[src/common/tlbc_pkg.sv]
package tlbc_pkg;
    localparam logic [7:0]  CMD_SET_TEAR_LINE  = 8'h44;
    localparam logic [7:0]  CMD_READ_SCAN_LINE = 8'h45;
    localparam logic [7:0]  CMD_WRITE_BRIGHT   = 8'h51;
    localparam logic [7:0]  CMD_READ_BRIGHT    = 8'h52;
    localparam logic [7:0]  CMD_WRITE_CTRL     = 8'h53;
    localparam logic [7:0]  CMD_SLEEP_IN       = 8'h10;
    localparam logic [7:0]  CMD_SLEEP_OUT      = 8'h11;
    localparam logic [7:0]  CMD_SOFT_RESET     = 8'h01;
    localparam logic [7:0]  CMD_TEAR_OFF       = 8'h34;
    localparam logic [7:0]  CMD_TEAR_ON        = 8'h35;
    localparam int          CTRL_BLOCK_BIT     = 5;
    localparam int          CTRL_DIM_BIT       = 3;
    localparam int          CTRL_BL_BIT        = 2;
    localparam logic [15:0] TEAR_LINE_RST      = 16'h0000;
    localparam logic [7:0]  BRIGHT_RST         = 8'h00;
    localparam logic [7:0]  CTRL_RST           = 8'h00;
    localparam int          LINE_CLK_DIV       = 64;
    localparam int          VSYNC_LINES        = 2;
    localparam int          VBP_LINES          = 2;
    localparam int          ACT_LINES          = 480;
    localparam int          VFP_LINES          = 4;
    typedef enum logic [1:0] {
        TLBC_PH0 = 2'b00,
        TLBC_PH1 = 2'b01,
        TLBC_PH2 = 2'b11,
        TLBC_PH3 = 2'b10
    } tlbc_phase_t;
endpackage

[src/rtl/tlbc_core.sv]
`timescale 1ns/1ps
// Function
// - Command 44h then two parameters, high byte first, form tear line
// - Tear line command enables frame sync, pulsed at that scan line
// - Frame sync timing ignores memory access control bit B4
// - Tear line zero behaves like tearing-effect-on with mode zero
// - Frame sync held low while in sleep mode
// - Tear line command ignored when frame sync already enabled
// - Command 45h: dummy read, then line high byte, then low byte
// - Scan line read returns the line currently being scanned
// - Frame spans sync plus back porch plus active plus front porch lines
// - First sync line is line zero, counting upward
// - Scan line read value in sleep is unspecified
// - Command 51h with one parameter byte writes brightness level
// - Backlight PWM output derived from brightness setting
// - Brightness monotonic: 00h lowest, FFh highest
// - Command 52h: dummy read, then brightness byte; serial reads skip the dummy slot
// - Brightness level cleared on entering sleep
// - Brightness read returns zero when block is off
// - Block on and adaptive mode zero: read returns last 51h value
// - Extra parallel reads after 52h keep returning brightness byte
// - 53h parameter: D5 block on, D3 dimming, D2 backlight
// - Block off forces effective brightness to 00h
// - Dimming applies only to manual brightness; no dimming is modelled, D3 only drives dimming_enable
module tlbc_core
    import tlbc_pkg::*;
#(
    parameter int LINE_DIV   = LINE_CLK_DIV,
    parameter int VSYNC      = VSYNC_LINES,
    parameter int VERTICAL_BACK_PORCH        = VBP_LINES,
    parameter int ACTIVE_LINES       = ACT_LINES,
    parameter int VERTICAL_FRONT_PORCH        = VFP_LINES
) (
    input  wire logic        sys_clk,
    input  wire logic        rstn,
    input  wire logic        cmd_param_select,
    input  wire logic        write_strobe_n,
    input  wire logic        read_strobe_n,
    input  wire logic        parallel_serial_select,
    input  wire logic [7:0]  data_in,
    input  wire logic [1:0]  content_adaptive_mode,
    output logic      [7:0]  data_out,
    output logic             data_out_en_n,
    output logic             frame_sync_output,
    output logic             backlight_pwm,
    output logic             backlight_on,
    output logic             dimming_enable,
    output logic             brightness_block_on,
    output logic             sleep_mode
);
    localparam int TOTAL = VSYNC + VERTICAL_BACK_PORCH + ACTIVE_LINES + VERTICAL_FRONT_PORCH;
    initial begin
        if (TOTAL > 65535 || TOTAL < 2 || LINE_DIV < 1 || LINE_DIV > 65535)
            $error("tlbc_core: unsupported frame geometry");
    end

    ////////////////////////////////////////////////////////////////////
    // Pin synchronisers and strobe edges
    logic [3:0] s1_ff;
    logic [3:0] s2_ff;
    logic [1:0] strb_ff;
    logic [7:0] d1_ff;
    logic [7:0] d2_ff;
    always_ff @(posedge sys_clk or negedge rstn) begin
        if (!rstn) begin
            s1_ff   <= 4'hF;
            s2_ff   <= 4'hF;
            strb_ff <= 2'h3;
            d1_ff   <= 8'h00;
            d2_ff   <= 8'h00;
        end else begin
            s1_ff   <= {cmd_param_select, write_strobe_n, read_strobe_n,
                        parallel_serial_select};
            s2_ff   <= s1_ff;
            strb_ff <= s2_ff[2:1];
            d1_ff   <= data_in;
            d2_ff   <= d1_ff;
        end
    end
    wire dcx_s  = s2_ff[3];
    wire par_s  = s2_ff[0];
    // Rising edge of a strobe marks the access, as on the bus pins
    wire wr_evt = s2_ff[2] & ~strb_ff[1];
    wire rd_evt = s2_ff[1] & ~strb_ff[0];
    wire cmd_wr = wr_evt & ~dcx_s;
    wire par_wr = wr_evt & dcx_s;
    wire par_rd = rd_evt & dcx_s;

    ////////////////////////////////////////////////////////////////////
    // Command tracking
    logic [7:0]  cmd_ff;
    logic [1:0]  pcnt_ff;
    logic [15:0] tear_line_ff;
    logic [7:0]  tear_hi_ff;
    logic        te_en_ff;
    logic        te_armed_ff;
    logic [7:0]  bright_ff;
    logic [7:0]  ctrl_ff;
    logic        sleep_ff;
    wire soft_rst = cmd_wr && (d2_ff == CMD_SOFT_RESET);
    wire [1:0] nxt_pcnt = (pcnt_ff == 2'h3) ? pcnt_ff : pcnt_ff + 2'h1;
    always_ff @(posedge sys_clk or negedge rstn) begin
        if (!rstn) begin
            cmd_ff  <= 8'h00;
            pcnt_ff <= 2'h0;
        end else if (cmd_wr) begin
            cmd_ff  <= d2_ff;
            pcnt_ff <= 2'h0;
        end else if (par_wr || par_rd) begin
            pcnt_ff <= nxt_pcnt;
        end
    end
    wire tl_hi_wr = par_wr && cmd_ff == CMD_SET_TEAR_LINE && pcnt_ff == 2'h0;
    wire tl_lo_wr = par_wr && cmd_ff == CMD_SET_TEAR_LINE && pcnt_ff == 2'h1;
    wire tl_start = cmd_wr && d2_ff == CMD_SET_TEAR_LINE;
    wire te_on    = cmd_wr && d2_ff == CMD_TEAR_ON;
    wire te_off   = cmd_wr && d2_ff == CMD_TEAR_OFF;

    always_ff @(posedge sys_clk or negedge rstn) begin
        if (!rstn) begin
            tear_line_ff <= TEAR_LINE_RST;
            tear_hi_ff   <= 8'h00;
            te_en_ff     <= 1'b0;
            te_armed_ff  <= 1'b0;
        end else begin
            if (tl_start)
                te_armed_ff <= ~te_en_ff;
            if (tl_hi_wr && te_armed_ff)
                tear_hi_ff <= d2_ff;
            if (tl_lo_wr && te_armed_ff) begin
                tear_line_ff <= {tear_hi_ff, d2_ff};
                te_en_ff     <= 1'b1;
                te_armed_ff  <= 1'b0;
            end
            if (te_on)
                tear_line_ff <= 16'h0000;
            if (te_on)
                te_en_ff <= 1'b1;
            if (te_off || soft_rst)
                te_en_ff <= 1'b0;
        end
    end

    wire bright_wr = par_wr && cmd_ff == CMD_WRITE_BRIGHT && pcnt_ff == 2'h0;
    wire ctrl_wr   = par_wr && cmd_ff == CMD_WRITE_CTRL && pcnt_ff == 2'h0;
    wire sleep_in  = cmd_wr && d2_ff == CMD_SLEEP_IN;
    always_ff @(posedge sys_clk or negedge rstn) begin
        if (!rstn) begin
            bright_ff <= BRIGHT_RST;
            ctrl_ff   <= CTRL_RST;
            sleep_ff  <= 1'b1;
        end else begin
            if (bright_wr)
                bright_ff <= d2_ff;
            if (ctrl_wr)
                ctrl_ff <= d2_ff & 8'h2C;
            if (sleep_in || soft_rst)
                bright_ff <= BRIGHT_RST;
            if (soft_rst)
                ctrl_ff <= CTRL_RST;
            if (sleep_in || soft_rst)
                sleep_ff <= 1'b1;
            else if (cmd_wr && d2_ff == CMD_SLEEP_OUT)
                sleep_ff <= 1'b0;
        end
    end
    assign brightness_block_on = ctrl_ff[CTRL_BLOCK_BIT];
    // Dimming is only a flag; the manual level path never reads it
    assign dimming_enable      = ctrl_ff[CTRL_DIM_BIT];
    assign backlight_on        = ctrl_ff[CTRL_BL_BIT];
    assign sleep_mode          = sleep_ff;

    ////////////////////////////////////////////////////////////////////
    // Scan line timing: line enable from a divider, then the line counter
    logic [15:0] div_ff;
    logic [15:0] line_ff;
    wire line_en = (div_ff == 16'(LINE_DIV - 1));
    always_ff @(posedge sys_clk or negedge rstn) begin
        if (!rstn) begin
            div_ff  <= 16'h0000;
            line_ff <= 16'h0000;
        end else begin
            div_ff <= line_en ? 16'h0000 : div_ff + 16'h0001;
            if (line_en)
                line_ff <= (line_ff == 16'(TOTAL - 1)) ? 16'h0000
                                                       : line_ff + 16'h0001;
        end
    end
    // Timing never looks at memory access control, only the line count
    wire nxt_te = te_en_ff && !sleep_ff && line_ff == tear_line_ff;
    logic te_ff;
    always_ff @(posedge sys_clk or negedge rstn) begin
        if (!rstn)
            te_ff <= 1'b0;
        else
            te_ff <= nxt_te;
    end
    assign frame_sync_output = te_ff;

    ////////////////////////////////////////////////////////////////////
    // Effective brightness and PWM
    // Dimming ramp is not modelled; manual level takes effect at once
    wire [7:0] eff_bright = brightness_block_on ? bright_ff : 8'h00;
    logic [7:0] pwm_cnt_ff;
    logic       pwm_ff;
    always_ff @(posedge sys_clk or negedge rstn) begin
        if (!rstn) begin
            pwm_cnt_ff <= 8'h00;
            pwm_ff     <= 1'b0;
        end else begin
            pwm_cnt_ff <= pwm_cnt_ff + 8'h01;
            // Duty is eff/256; FFh still has one low slot per period
            pwm_ff <= backlight_on && (pwm_cnt_ff < eff_bright);
        end
    end
    assign backlight_pwm = pwm_ff;

    ////////////////////////////////////////////////////////////////////
    // Read data path
    wire [7:0] rd_bright =
        (brightness_block_on && content_adaptive_mode == 2'h0)
        ? bright_ff : 8'h00;
    logic [7:0] nxt_dout;
    always_comb begin
        nxt_dout = 8'h00;
        if (cmd_ff == CMD_READ_SCAN_LINE) begin
            if (pcnt_ff == 2'h1)
                nxt_dout = line_ff[15:8];
            else if (pcnt_ff == 2'h2)
                nxt_dout = line_ff[7:0];
        end else if (cmd_ff == CMD_READ_BRIGHT) begin
            // Serial reads skip the dummy slot
            if (pcnt_ff != 2'h0 || !par_s)
                nxt_dout = rd_bright;
        end
    end
    logic [7:0] dout_ff;
    always_ff @(posedge sys_clk or negedge rstn) begin
        if (!rstn)
            dout_ff <= 8'h00;
        else
            dout_ff <= nxt_dout;
    end
    assign data_out      = dout_ff;
    assign data_out_en_n = ~(~s2_ff[1] & dcx_s);

    // Frame sync must drop after one line, so its run length is bounded
    logic [15:0] te_len_ff;
    always_ff @(posedge sys_clk or negedge rstn) begin
        if (!rstn)
            te_len_ff <= 16'h0000;
        else if (frame_sync_output)
            te_len_ff <= te_len_ff + 16'h0001;
        else
            te_len_ff <= 16'h0000;
    end
endmodule

[config.mk]
export PLATFORM = sky130hd
export DESIGN_NAME = tlbc_core
export DESIGN_NICKNAME = d
export VERILOG_FILES = /design/src/common/tlbc_pkg.sv /design/src/rtl/tlbc_core.sv
export SDC_FILE = /design/constraint.sdc
export NUM_CORES = 1
export LEC_CHECK = 0
export BUFFER_PORTS_ARGS = -buffer_cell sky130_fd_sc_hd__clkbuf_2
export CAP_MARGIN = 20
export CORE_MARGIN = 3
export CORE_UTILIZATION = 62
export DETAILED_ROUTE_END_ITERATION = 10
export HOLD_SLACK_MARGIN = 0.05
export MAX_ROUTING_LAYER = met4
export PLACE_DENSITY = 0.81
export SLEW_MARGIN = 20
export SYNTH_ARGS = -nofsm -noshare
export SYNTH_HDL_FRONTEND = slang
export SYNTH_SLANG_ARGS = --single-unit
[constraint.sdc]
create_clock -name sys_clk -period 3.45 [get_ports sys_clk]
set_input_delay 0.345 -clock sys_clk [delete_from_list [all_inputs] [get_ports sys_clk]]
set_output_delay 0.345 -clock sys_clk [all_outputs]
set_load 0.005 [all_outputs]
==> impl_results.rst <==
.. list-table::
   :header-rows: 1

   * - Metric
     - Value
   * - Status
     - complete, no violations
   * - Area fraction in compound gates after synthesis
     - 0.09268
   * - Antenna-violating nets left
     - 0
   * - Chip Width
     - 100.9 um
   * - Critical path, cell by cell
     - or4_1, nor4_4, nor2_1, mux2_2
   * - Top cells by area, synth
     - sky130_fd_sc_hd__dfrtp_1 51%, sky130_fd_sc_hd__dfstp_2 5.2%, sky130_fd_sc_hd__nand2_1 5.0%, sky130_fd_sc_hd__mux2_2 3.6%, sky130_fd_sc_hd__ha_1 3.1%
   * - Placed cell count
     - 640
   * - # H-tree levels
     - 4
   * - Synthesized flop and latch total
     - 124
   * - Sequential share of power
     - 0.445
   * - Number of global-route vias before repair
     - 4,034
   * - CTS Buf Count
     - 17
   * - Vias after detailed routing
     - 4,100
   * - Post-CTS clock slew at the launch and capture registers of the worst setup and hold paths
     - 0.07 ns
   * - GRT Util Overall
     - 0.2624
   * - Grt ovf
     - 0
   * - Post-route setup TNS
     - 0 ns
   * - WP data arrival
     - 2.84 ns
   * - Yosys warns
     - 0
   * - Actual slew at the worst max-slew pin
     - 0.8045 ns
   * - Largest area contributor in the synthesized netlist
     - sky130_fd_sc_hd__dfrtp_1
   * - Period utilization
     - 0.7000
   * - Layout net count
     - 594
   * - Post-synthesis simple-gate area fraction
     - 0.1847
   * - Standard-cell rows
     - 34
   * - Critical Path Sink Type
     - register
   * - Starting DRC count in detailed routing
     - 339
   * - Number of setup violations in the final report
     - 0
   * - Top layer reached by signal wires
     - met4
   * - Cell class contributing the biggest share of worst-path delay
     - simple AND/OR/NAND/NOR gates
   * - Endpoints failing hold
     - 0
   * - CTS Hold Bufs
     - 13
   * - Worst vdd rail ir drop
     - 0.4779 mV
   * - Worst slew margin relative to its limit
     - 0.4596
   * - Count of port buffers added during placement
     - 30
   * - Portion of netlist area occupied by mux cells
     - 0.03806
   * - Number of nets produced by synthesis
     - 556
   * - Max Clock Skew
     - 0.009420 ns
   * - Largest net degree at the start of global routing
     - 125
   * - Setup repair after global routing missed its margin
     - no
   * - Top flop regs
     - div_ff: 16 flops, line_ff: 16 flops, tear_line_ff: 16 flops
   * - Classification of the worst-slack hold path
     - in -> reg
   * - Global placement routability congestion
     - 0.9028
   * - Main combinational cell family by area after synthesis
     - simple AND/OR/NAND/NOR gates
   * - Number of filler instances in the final layout
     - 553
   * - Critical path required time
     - 3.87 ns
   * - Die outline area
     - 10,190 um^2
   * - Adder-cell share of the synthesized area
     - 0.03134
   * - Slowest CP cell
     - sky130_fd_sc_hd__nor4_4
   * - Worst hold slack
     - 0.2710 ns
   * - Routed length on met3
     - 775 um
   * - Post-CTS Setup Inserts
     - 0
   * - Final worst path period need
     - 2.415 ns
   * - Number of synthesized flops with an enable pin
     - 0
   * - DR DRC count
     - 0
   * - Instance count of the mapped netlist
     - 526
   * - Initial Utilization
     - 0.6409
   * - Post-Place Cell Area
     - 5791 um^2
   * - Final cell area excluding filler cells
     - 6506 um^2
   * - Height of the die
     - 100.9 um
   * - Clock Root Buffer
     - sky130_fd_sc_hd__clkbuf_8
   * - Synth Cell Area
     - 5589 um^2
   * - CTS sink cnt
     - 124
   * - Met2 Wirelength
     - 5.813 mm
   * - Top FF cell, synth
     - sky130_fd_sc_hd__dfrtp_1
   * - Netlist cell types
     - 48
   * - Post-synth ARST share
     - 1.000
   * - Combined buffer and inverter count along the critical path
     - 0
   * - Fraction of power spent switching nets
     - 0.2656
   * - Met1 Routed Length
     - 5.156 mm
   * - Power share of the combinational group
     - 0.055
   * - Mean post-synth cell area
     - 10.63 um^2
   * - Yosys top cell area share
     - 0.5059
   * - CP peak stage delay
     - 0.73 ns
   * - CTS max path bufs
     - 2
   * - Total wire length after detailed routing
     - 12.06 mm
   * - Mean number of vias per cell
     - 5.985
   * - Antenna violations before repair
     - 0
   * - Clock tree from TritonCTS
     - yes
   * - Fraction of the yosys area taken by sequential cells
     - 0.5576
   * - Number of resized instances in the post-cts repair step
     - 0
   * - Xor-xnor portion of the synthesized cell area
     - 0.06111
   * - CORE AREA
     - 8721 um^2
   * - Type of the worst setup path
     - reg -> reg
   * - Avg WL per Cell
     - 17.60 um
   * - Area growth syn-to-layout
     - 16.41%
   * - Max-cap violations
     - 0
   * - First-pass GRT wire length
     - 19.91 mm
   * - Io pins
     - 31
   * - Half-perimeter wire length after placement
     - 7.558 mm
   * - Antenna diode instance count
     - 0
   * - Final slew viol count
     - 0
   * - Cell internal pwr
     - 2.581 mW
   * - Leakage power
     - 2.992 nW
   * - Worst-path fanout max
     - 15
   * - Proportion of layout cells with a drive suffix above 1
     - 0.1768
   * - Share of total power in the clock network
     - 0.500
   * - Worst-skew pair later-pin latency
     - 0.53 ns
   * - Number of standard cells in the layout, taps in and fillers out
     - 685
   * - Net switching power figure
     - 933.5 uW
   * - Power density over cell area
     - 540.1 nW/um^2
   * - Kind of start point of the critical path
     - register
   * - Highest Clock Rate
     - 414.1 MHz
   * - Drt first pass iters
     - 6
-- path summary, 6_finish.rpt --
path	start	to	slack, ns	cells past startpoint
max in group asynchronous	rstn	d2_ff[3]	2.53	3
max reg2reg	d2_ff[1]	tear_line_ff[1]	1.03	4
min	content_adaptive_mode[1]	data_out[2]	0.27	5
min reg2reg	d1_ff[6]	d2_ff[6]	0.35	0
min in group asynchronous	rstn	line_ff[7]	0.43	3
max	d2_ff[1]	tear_line_ff[1]	1.03	4
-- Yosys cell counts, types with 4 or more instances --
cell	count
sky130_fd_sc_hd__nor4_1	6
sky130_fd_sc_hd__and3_1	10
sky130_fd_sc_hd__dfstp_2	11
sky130_fd_sc_hd__nor3_1	8
sky130_fd_sc_hd__nand4_1	8
sky130_fd_sc_hd__o21ai_0	25
sky130_fd_sc_hd__nand3_1	22
sky130_fd_sc_hd__inv_1	21
sky130_fd_sc_hd__ha_1	14
sky130_fd_sc_hd__xnor2_1	19
sky130_fd_sc_hd__nor2_1	31
sky130_fd_sc_hd__o21ai_1	9
sky130_fd_sc_hd__a21oi_1	18
sky130_fd_sc_hd__clkbuf_1	19
sky130_fd_sc_hd__a22o_1	5
sky130_fd_sc_hd__o31ai_1	18
sky130_fd_sc_hd__mux2_2	18
sky130_fd_sc_hd__or4_1	4
sky130_fd_sc_hd__a31oi_1	4
sky130_fd_sc_hd__nand2_1	75
sky130_fd_sc_hd__nor2b_1	8
sky130_fd_sc_hd__nand2b_1	7
sky130_fd_sc_hd__dfrtp_1	113
sky130_fd_sc_hd__xor2_1	20
-- tightest hold or removal path, delay by kind of cell --
kind | cells | cell delay (ns)
compound gates | 2 | 0.14
buf+inv | 1 | 0.07
simple gates | 2 | 0.19
-- cells by family (layout without fill, tap and decap cells) --
family / count (synthesis) / in the layout
and+or+nand+nor: 200 / 200
DFF: 124 / 124
AOI/OAI and AO/OA: 83 / 83
buffers and inverters: 47 / 98
xor gates and xnor gates: 39 / 39
muxes: 19 / 19
adders and majority gates: 14 / 14
-- layout make-up --
class	count	area, um^2	area share
sequential	124	3117	0.4790
multi-input combinational	355	2280	0.3504
timing repair buffer	45	310.3	0.04769
inverter	21	78.83	0.01212
tap	108	135.1	0.02077
clock inverter	15	171.4	0.02635
clock buffer	17	414.1	0.06365
-- per-layer routing --
layer | up-vias | GRT usage
li1 | 1893 | -
met2 | 175 | 0.4020
met5 | - | -
met4 | 0 | 0.08793
met1 | 1994 | 0.3409
met3 | 38 | 0.07197
-- stage by stage --
step	util	power (mW)	setup WS, ns
4_1_cts	0.7461	3.529	1.056
5_1_grt	0.7461	3.617	0.9232
2_1_floorplan	-	1.684	1.396
3_3_place_gp	0.6640	1.756	1.157
3_5_place_dp	0.6640	1.764	1.070
6_report	0.7461	3.514	1.035
-- power groups by stage --
stage | logic [mW] | clock network [mW] | registers [mW]
after floorplan | 0.121 | 0 | 1.56
after global placement | 0.175 | 0 | 1.58
after detailed placement | 0.179 | 0 | 1.59
after CTS | 0.195 | 1.77 | 1.56
after global routing | 0.214 | 1.83 | 1.57
final | 0.193 | 1.76 | 1.56
-- cells in the final DEF, fill, tap and decap left out, types with 2 or more instances in the layout --
cell type and count:
sky130_fd_sc_hd__nand3_1 22, sky130_fd_sc_hd__mux2_2 18, sky130_fd_sc_hd__ha_1 14, sky130_fd_sc_hd__nor3_1 8, sky130_fd_sc_hd__dfrtp_1 113, sky130_fd_sc_hd__nand3b_1 2
sky130_fd_sc_hd__o31ai_1 18, sky130_fd_sc_hd__nor2_1 31, sky130_fd_sc_hd__dfstp_2 11, sky130_fd_sc_hd__o21ai_1 9, sky130_fd_sc_hd__nand2b_1 7, sky130_fd_sc_hd__a31oi_1 4
sky130_fd_sc_hd__nand4_1 8, sky130_fd_sc_hd__or3_1 3, sky130_fd_sc_hd__a22o_1 5, sky130_fd_sc_hd__and3_1 10, sky130_fd_sc_hd__clkbuf_2 29, sky130_fd_sc_hd__dlygate4sd3_1 13
sky130_fd_sc_hd__inv_6 5, sky130_fd_sc_hd__a41oi_1 2, sky130_fd_sc_hd__or4_1 4, sky130_fd_sc_hd__xor2_1 20, sky130_fd_sc_hd__xnor2_1 19, sky130_fd_sc_hd__a21oi_1 18
sky130_fd_sc_hd__nor2b_1 8, sky130_fd_sc_hd__or3_4 2, sky130_fd_sc_hd__inv_1 21, sky130_fd_sc_hd__inv_8 5, sky130_fd_sc_hd__o21ai_0 25, sky130_fd_sc_hd__nand2_1 75
sky130_fd_sc_hd__or2_2 2, sky130_fd_sc_hd__buf_4 2, sky130_fd_sc_hd__and3b_1 2, sky130_fd_sc_hd__clkinv_4 2, sky130_fd_sc_hd__nor4_1 6, sky130_fd_sc_hd__clkbuf_16 16
Note: power is estimated with default switching activity, not from simulation.
